File: src/hw/msice_pkg.sv
// package for the exported message-signalled-interrupt configuration block
// assumes a single core clock and dword-aligned configuration byte addresses
package msice_pkg;

	localparam logic [11:0] MSICE_CAP_OFFSET     = 12'h050;
	localparam logic [11:0] MSICE_DATA64_OFFSET  = 12'h05c;
	localparam logic [11:0] MSICE_DATA32_OFFSET  = 12'h058;

	localparam int          MSICE_CTRL_LSB       = 16;
	localparam int          MSICE_CTRL_BYTE      = 2;
	localparam int          MSICE_EN_BIT         = 0;
	localparam int          MSICE_MMC_LSB        = 1;
	localparam int          MSICE_MME_LSB        = 4;
	localparam int          MSICE_CAP64_BIT      = 7;
	localparam int          MSICE_MASKCAP_BIT    = 8;

	localparam logic [2:0]  MSICE_CODE_MAX       = 3'h5;
	localparam logic [15:0] MSICE_CTRL_RESET     = 16'h0000;
	localparam logic [15:0] MSICE_DATA_RESET     = 16'h0000;
	localparam logic [12:0] MSICE_BUSDEV_RESET   = 13'h0000;
	localparam logic [7:0]  MSICE_CAP_ID         = 8'h05;
	localparam logic [7:0]  MSICE_NEXT_PTR       = 8'h00;
	localparam int          MSICE_READ_LATENCY   = 1;

	typedef enum logic [1:0] {
		MSICE_IDLE,
		MSICE_SEND,
		MSICE_REFUSE
	} msice_req_e;

endpackage

File: src/hw/msice_export.sv
// configuration-space message-signalled-interrupt state and its export to the application
// assumes configuration reads and writes arrive synchronous to core_clk, one per cycle
//
// Operation
// RULE1 - export programmed message data, sixteen bits
// RULE2 - export captured bus and device number
// RULE3 - per-vector mask capable bit reads zero
// RULE4 - application supplies its own per-vector masking
// RULE5 - bit seven reports 64-bit address capability
// RULE6 - allocated vector code; reserved codes never stored
// RULE7 - bits three to one report requested vectors
// RULE8 - no message while enable bit clear; enable sampled in request cycle, so a same-cycle disabling write still sends
// RULE9 - whole control register presented on output
// RULE10 - exports update on clock edge after write
module msice_export
	import msice_pkg::*;
#(
	parameter logic       CAP64    = 1'b1,
	parameter logic [2:0] REQ_CODE = 3'h5
) (
	input  wire logic        core_clk,
	input  wire logic        rst_n,
	input  wire logic        cfg_wr_en,
	input  wire logic        cfg_rd_en,
	input  wire logic [11:0] cfg_addr,
	input  wire logic [31:0] cfg_wr_data,
	input  wire logic [3:0]  cfg_wr_be,
	input  wire logic [12:0] cfg_req_busdev,
	input  wire logic        app_msi_req,
	input  wire logic [4:0]  app_msi_vector,
	output logic      [31:0] cfg_rd_data,
	output logic             cfg_rd_valid,
	output logic      [15:0] msi_payload_out,
	output logic      [12:0] bus_device_number_out,
	output logic      [15:0] msi_control_out,
	output logic             msi_send_req,
	output logic      [15:0] msi_send_data,
	output logic             msi_req_refused
);

	localparam logic [11:0] DATA_OFFSET = CAP64 ? MSICE_DATA64_OFFSET : MSICE_DATA32_OFFSET;

	// vectors granted by an allocation code, minus one, used as the low-bit mask
	function automatic logic [4:0] msice_vec_mask(input logic [2:0] code);
		logic [4:0] m;
		m = 5'h00;
		for (int i = 0; i < 5; i++) begin
			if (i < int'(code)) begin
				m[i] = 1'b1;
			end
		end
		return m;
	endfunction

	logic        cap_hit;
	logic        data_hit;
	logic [15:0] ctrl_next;
	logic [31:0] rd_word;
	logic [4:0]  vec_mask;
	msice_req_e  req_state;

	assign cap_hit  = (cfg_addr == MSICE_CAP_OFFSET);
	assign data_hit = (cfg_addr == DATA_OFFSET);
	assign vec_mask = msice_vec_mask(msi_control_out[MSICE_MME_LSB +: 3]);

	msice_ctrl_merge #(
		.CAP64    (CAP64),
		.REQ_CODE (REQ_CODE)
	) u_merge (
		.wr_hit     (cfg_wr_en && cap_hit),
		.wr_byte_en (cfg_wr_be[MSICE_CTRL_BYTE]),
		.wr_val     (cfg_wr_data[MSICE_CTRL_LSB +: 16]),
		.cur_val    (msi_control_out),
		.next_val   (ctrl_next)
	);

	// control register, its read-only bits forced every cycle
	always_ff @(posedge core_clk) begin
		if (!rst_n) begin
			msi_control_out <= MSICE_CTRL_RESET | {7'h00, 1'b0, CAP64, 3'h0, REQ_CODE, 1'b0};
		end else begin
			msi_control_out <= ctrl_next; // RULE9 RULE10
		end
	end

	// message data, byte-wise writable
	always_ff @(posedge core_clk) begin
		if (!rst_n) begin
			msi_payload_out <= MSICE_DATA_RESET;
		end else if (cfg_wr_en && data_hit) begin
			for (int b = 0; b < 2; b++) begin
				if (cfg_wr_be[b]) begin
					msi_payload_out[b*8 +: 8] <= cfg_wr_data[b*8 +: 8]; // RULE1
				end
			end
		end
	end

	// every configuration write carries the completer's bus and device number
	always_ff @(posedge core_clk) begin
		if (!rst_n) begin
			bus_device_number_out <= MSICE_BUSDEV_RESET;
		end else if (cfg_wr_en) begin
			bus_device_number_out <= cfg_req_busdev; // RULE2
		end
	end

	always_comb begin
		rd_word = 32'h0000_0000;
		if (cap_hit) begin
			rd_word = {msi_control_out, MSICE_NEXT_PTR, MSICE_CAP_ID};
		end else if (data_hit) begin
			rd_word = {16'h0000, msi_payload_out};
		end
	end

	// a read in the same cycle as a write returns the value before the write
	always_ff @(posedge core_clk) begin
		if (!rst_n) begin
			cfg_rd_valid <= 1'b0;
			cfg_rd_data  <= 32'h0000_0000;
		end else begin
			cfg_rd_valid <= cfg_rd_en;
			if (cfg_rd_en) begin
				cfg_rd_data <= rd_word;
			end
		end
	end

	// no per-vector masking here: a vector outside the allocation is refused outright
	always_comb begin
		req_state = MSICE_IDLE;
		if (app_msi_req) begin
			if (msi_control_out[MSICE_EN_BIT] && ((app_msi_vector & ~vec_mask) == 5'h00)) begin
				req_state = MSICE_SEND; // RULE8
			end else begin
				req_state = MSICE_REFUSE; // RULE4
			end
		end
	end

	always_ff @(posedge core_clk) begin
		if (!rst_n) begin
			msi_send_req    <= 1'b0;
			msi_req_refused <= 1'b0;
			msi_send_data   <= 16'h0000;
		end else begin
			msi_send_req    <= 1'b0;
			msi_req_refused <= 1'b0;
			case (req_state)
				MSICE_SEND: begin
					msi_send_req  <= 1'b1; // RULE8
					msi_send_data <= (msi_payload_out & ~{11'h000, vec_mask})
						| {11'h000, app_msi_vector & vec_mask};
				end
				MSICE_REFUSE: begin
					msi_req_refused <= 1'b1;
				end
				default: begin
					msi_send_req <= 1'b0;
				end
			endcase
		end
	end
endmodule

File: src/hw/msice_ctrl_merge.sv
// next value of the 16-bit message control register from a configuration write
// assumes the caller qualifies wr_hit and presents the current register value
module msice_ctrl_merge
	import msice_pkg::*;
#(
	parameter logic       CAP64    = 1'b1,
	parameter logic [2:0] REQ_CODE = 3'h5
) (
	input  wire logic        wr_hit,
	input  wire logic        wr_byte_en,
	input  wire logic [15:0] wr_val,
	input  wire logic [15:0] cur_val,
	output logic      [15:0] next_val
);

	logic       en_bit;
	logic [2:0] mme_code;

	always_comb begin
		en_bit   = cur_val[MSICE_EN_BIT];
		mme_code = cur_val[MSICE_MME_LSB +: 3];
		if (wr_hit && wr_byte_en) begin
			en_bit = wr_val[MSICE_EN_BIT]; // RULE8
			// reserved allocation codes are dropped so software never sees them
			if (wr_val[MSICE_MME_LSB +: 3] <= MSICE_CODE_MAX) begin
				mme_code = wr_val[MSICE_MME_LSB +: 3]; // RULE6
			end
		end
		next_val                        = 16'h0000;
		next_val[MSICE_EN_BIT]          = en_bit;
		next_val[MSICE_MMC_LSB +: 3]    = REQ_CODE; // RULE7
		next_val[MSICE_MME_LSB +: 3]    = mme_code;
		next_val[MSICE_CAP64_BIT]       = CAP64; // RULE5
		next_val[MSICE_MASKCAP_BIT]     = 1'b0; // RULE3
	end

endmodule

File: config.mk
export PLATFORM = sky130hd
export DESIGN_NAME = msice_export
export DESIGN_NICKNAME = d
export VERILOG_FILES = /design/src/hw/msice_pkg.sv /design/src/hw/msice_export.sv /design/src/hw/msice_ctrl_merge.sv
export SDC_FILE = /design/constraint.sdc
export NUM_CORES = 1
export LEC_CHECK = 0
export ABC_AREA = 1
export ABC_CLOCK_PERIOD_IN_PS = 2200
export BUFFER_PORTS_ARGS = -buffer_cell sky130_fd_sc_hd__buf_2
export CORE_UTILIZATION = 40
export DETAILED_ROUTE_END_ITERATION = 10
export GPL_ROUTABILITY_DRIVEN = 0
export PLACE_DENSITY = 0.82
export SETUP_SLACK_MARGIN = 0.2
export SLEW_MARGIN = 30
export SYNTH_ARGS = -nofsm -noshare
export SYNTH_HDL_FRONTEND = slang
export SYNTH_SLANG_ARGS = --single-unit
File: constraint.sdc
create_clock -name core_clk -period 2.2 [get_ports core_clk]
set_input_delay 0.22 -clock core_clk [delete_from_list [all_inputs] [get_ports core_clk]]
set_output_delay 0.22 -clock core_clk [all_outputs]
set_load 0.02 [all_outputs]
==> impl_metrics.toml <==
[sta]
fin_setup_tns_ns = 0
slew_violations = 0
slew_headroom_pct = 64.7
clock.fmax_mhz = 615
finalSetupViolCount = 0
post-route-period-util_pct = 73.9
min_period_ns = 1.63
rsz0062_at_grt = "false"
fin_hold_ws_ns = 0.0925
tightest_slew_ns = 0.526
skew_ns = 0.0140
hold_viol_final = 0

[yosys]
synth_edf_count = 0
ys_seq_elements = 73
synth_most_common_cell = "nand2_1"
synthTopCellsByArea = "dfxtp_1 (45%), nand2_1 (12%), nor2_1 (12%)"
postSynthCellCount = 458
netlist_area_um2 = 3230
ys_warn_count = 0
seq_area_frac_synth_pct = 45.2
synthTopCellsByCount = "nand2_1 (107), nor2_1 (102), dfxtp_1 (73)"
ys.flop_type = "dfxtp_1"
async_flop_share_pct = 0
synth.largest_area_cell = "dfxtp_1"
synth_top_cell_area_share_pct = 45.2
synth.distinct_cells = 26
syn_area_per_cell_um2 = 7.06

[floorplan]
start_util_pct = 41.6
die_width_um = 91.9
rows = 32
dieArea_um2 = 8450
ios = 167
fp.coreArea_um2 = 7770
die-height_um = 91.9

[global_routing]
grt_pass1_vias = 2901
grt_pass1_wl_um = 13200
grt_overflow = 0
grt_use_total_pct = 19.6
grt_start_max_net_pins = 37
antenna_found_initial = 0

[clocking]
clock-sinks = 73
clk_latency_ns = 0.34
tritoncts = "yes"
clock_path_buffers = 2
cts_setup_buffers = 0
cts_hold_buffers = 0
tritoncts.num_buffers = 9
cts_resized = 0
cts_max_level = 3
path_clk_slew_ns = 0.09
ctsRootBufferMaster = "clkbuf_8"

[critical_path]
start_kind = "flop"
worst-setup-path-type = "reg2reg"
endpoint_kind = "flop"
cp_max_fo = 31
worstPathRequired_ns = 2.43
arrival_ns = 1.86

[cells_and_area]
syn_to_final_growth_pct = 25.5
layout-drive-gt1-share_pct = 28.5
instances_no_fill = 688
fillCellCount = 774
diodes = 0
num-nets-final = 652
postLayoutCellArea_um2 = 4060
seqCellArea_um2 = 1460
multi_input_area_um2 = 1380

[pwr]
max-vdd-ir-drop_uv = 296
p_leak_uw = 0.00222
power_density_nw_per_um2 = 676

[routing]
wl_per_cell_um = 11.6
totalWireLength_um = 7980
viasPerCell = 4.52
drc_errors = 0
drt-initial-drc-count = 142
vias = 3109
ant_nets = 0
dr.pass1.iters = 4

[placement]
post-dp-hpwl_um = 6130
portBuffers = 132
dp.cells = 672
placed_area_um2 = 3830

[worst_hold_path]
hp-class = "in2reg"

[job]
drv_cap = 0

[outcome]
run_status = "complete, no violations"
## metrics by stage
| stage | worst slack [ns] | utilization [%] | power [uW] |
|---|---|---|---|
| detailed placement | 0.593 | 49.4 | 1600 |
| finish | 0.574 | 52.3 | 2750 |
| floorplan | 0.759 | - | 1540 |
| global route | 0.392 | 52.3 | 2860 |
| CTS | 0.594 | 52.3 | 2770 |
| global placement | 0.665 | 49.4 | 1600 |
## critical path, stage by stage (launching register included)
cell and delay (ns):
dfxtp_1 0.46, inv_2 0.11, nor2_4 0.13, nor2_1 0.07, nor2_4 0.15, nand3_4 0.30, nor2_1 0.22, nor2_1 0.07
## where the power goes
| group | switching (uW) | internal, uW | leakage (uW) |
|---|---|---|---|
| combinational | 148 | 71.2 | 0.00152 |
| sequential | 9.65 | 1340 | 0.000592 |
| clock | 527 | 648 | 0.000110 |
## sequential cells by signal, indices dropped and copies added, names as in the netlist
signal and flops:
msi_control_out 4, bus_device_number_out 13, cfg_rd_valid 1, cfg_rd_data 21, msi_send_req 1, msi_send_data 16
msi_payload_out 16, msi_req_refused 1
## cell usage in the layout (no fill, tap or decap)
cell,instances
buf_2,132
nand2_1,107
nor2_1,102
dfxtp_1,73
inv_1,47
o21ai_0,24
conb_1,21
nand3_1,16
a21oi_1,12
o21ai_1,10
clkbuf_8,9
nand4_1,5
nor2_4,4
nand2_2,3
clkinv_4,3
inv_2,2
nand4_4,2
bufinv_16,2
buf_4,2
a21oi_2,1
nand3_4,1
nand3_2,1
nor3_2,1
clkinv_1,1
nor2_2,1
nor3b_2,1
nor3_1,1
inv_6,1
clkinvlp_4,1
## path summary, 6_finish.rpt
check | to | slack [ns] | start | depth (start not counted)
worst max-delay path | msi_send_data[9] | 0.57 | msi_control_out[6] | 7
worst min-delay path | msi_payload_out[13] | 0.09 | cfg_wr_data[13] | 3
worst max register to register | msi_send_data[9] | 0.57 | msi_control_out[6] | 7
worst min register to register | cfg_rd_data[16] | 0.47 | cfg_rd_data[16] | 2
## cell families after synthesis
kind of cell / share of synthesized area, %
other: 0.232
flip-flops: 45.2
buffers and inverters: 14.3
AND/OR/NAND/NOR: 32.9
AO/OA/AOI/OAI: 7.39
## per-layer routing
| layer | vias up | GRT usage, % | routed length (um) |
|---|---|---|---|
| met2 | 119 | 33.1 | 3850 |
| met1 | 1375 | 23.4 | 3390 |
| met5 | - | 0 | 0 |
| met3 | 18 | 4.06 | 516 |
| li1 | 1597 | - | - |
| met4 | 0 | 10.0 | 216 |
## layout make-up
class	count	area share [%]
Clock buffer	9	3.05
Inverter	50	4.62
Multi-Input combinational cell	313	34.0
Tap cell	102	3.14
Sequential cell	73	36.0
Timing Repair Buffer	134	16.6
Clock inverter	7	2.53
No activity file was read; power rests on OpenSTA's default activity.
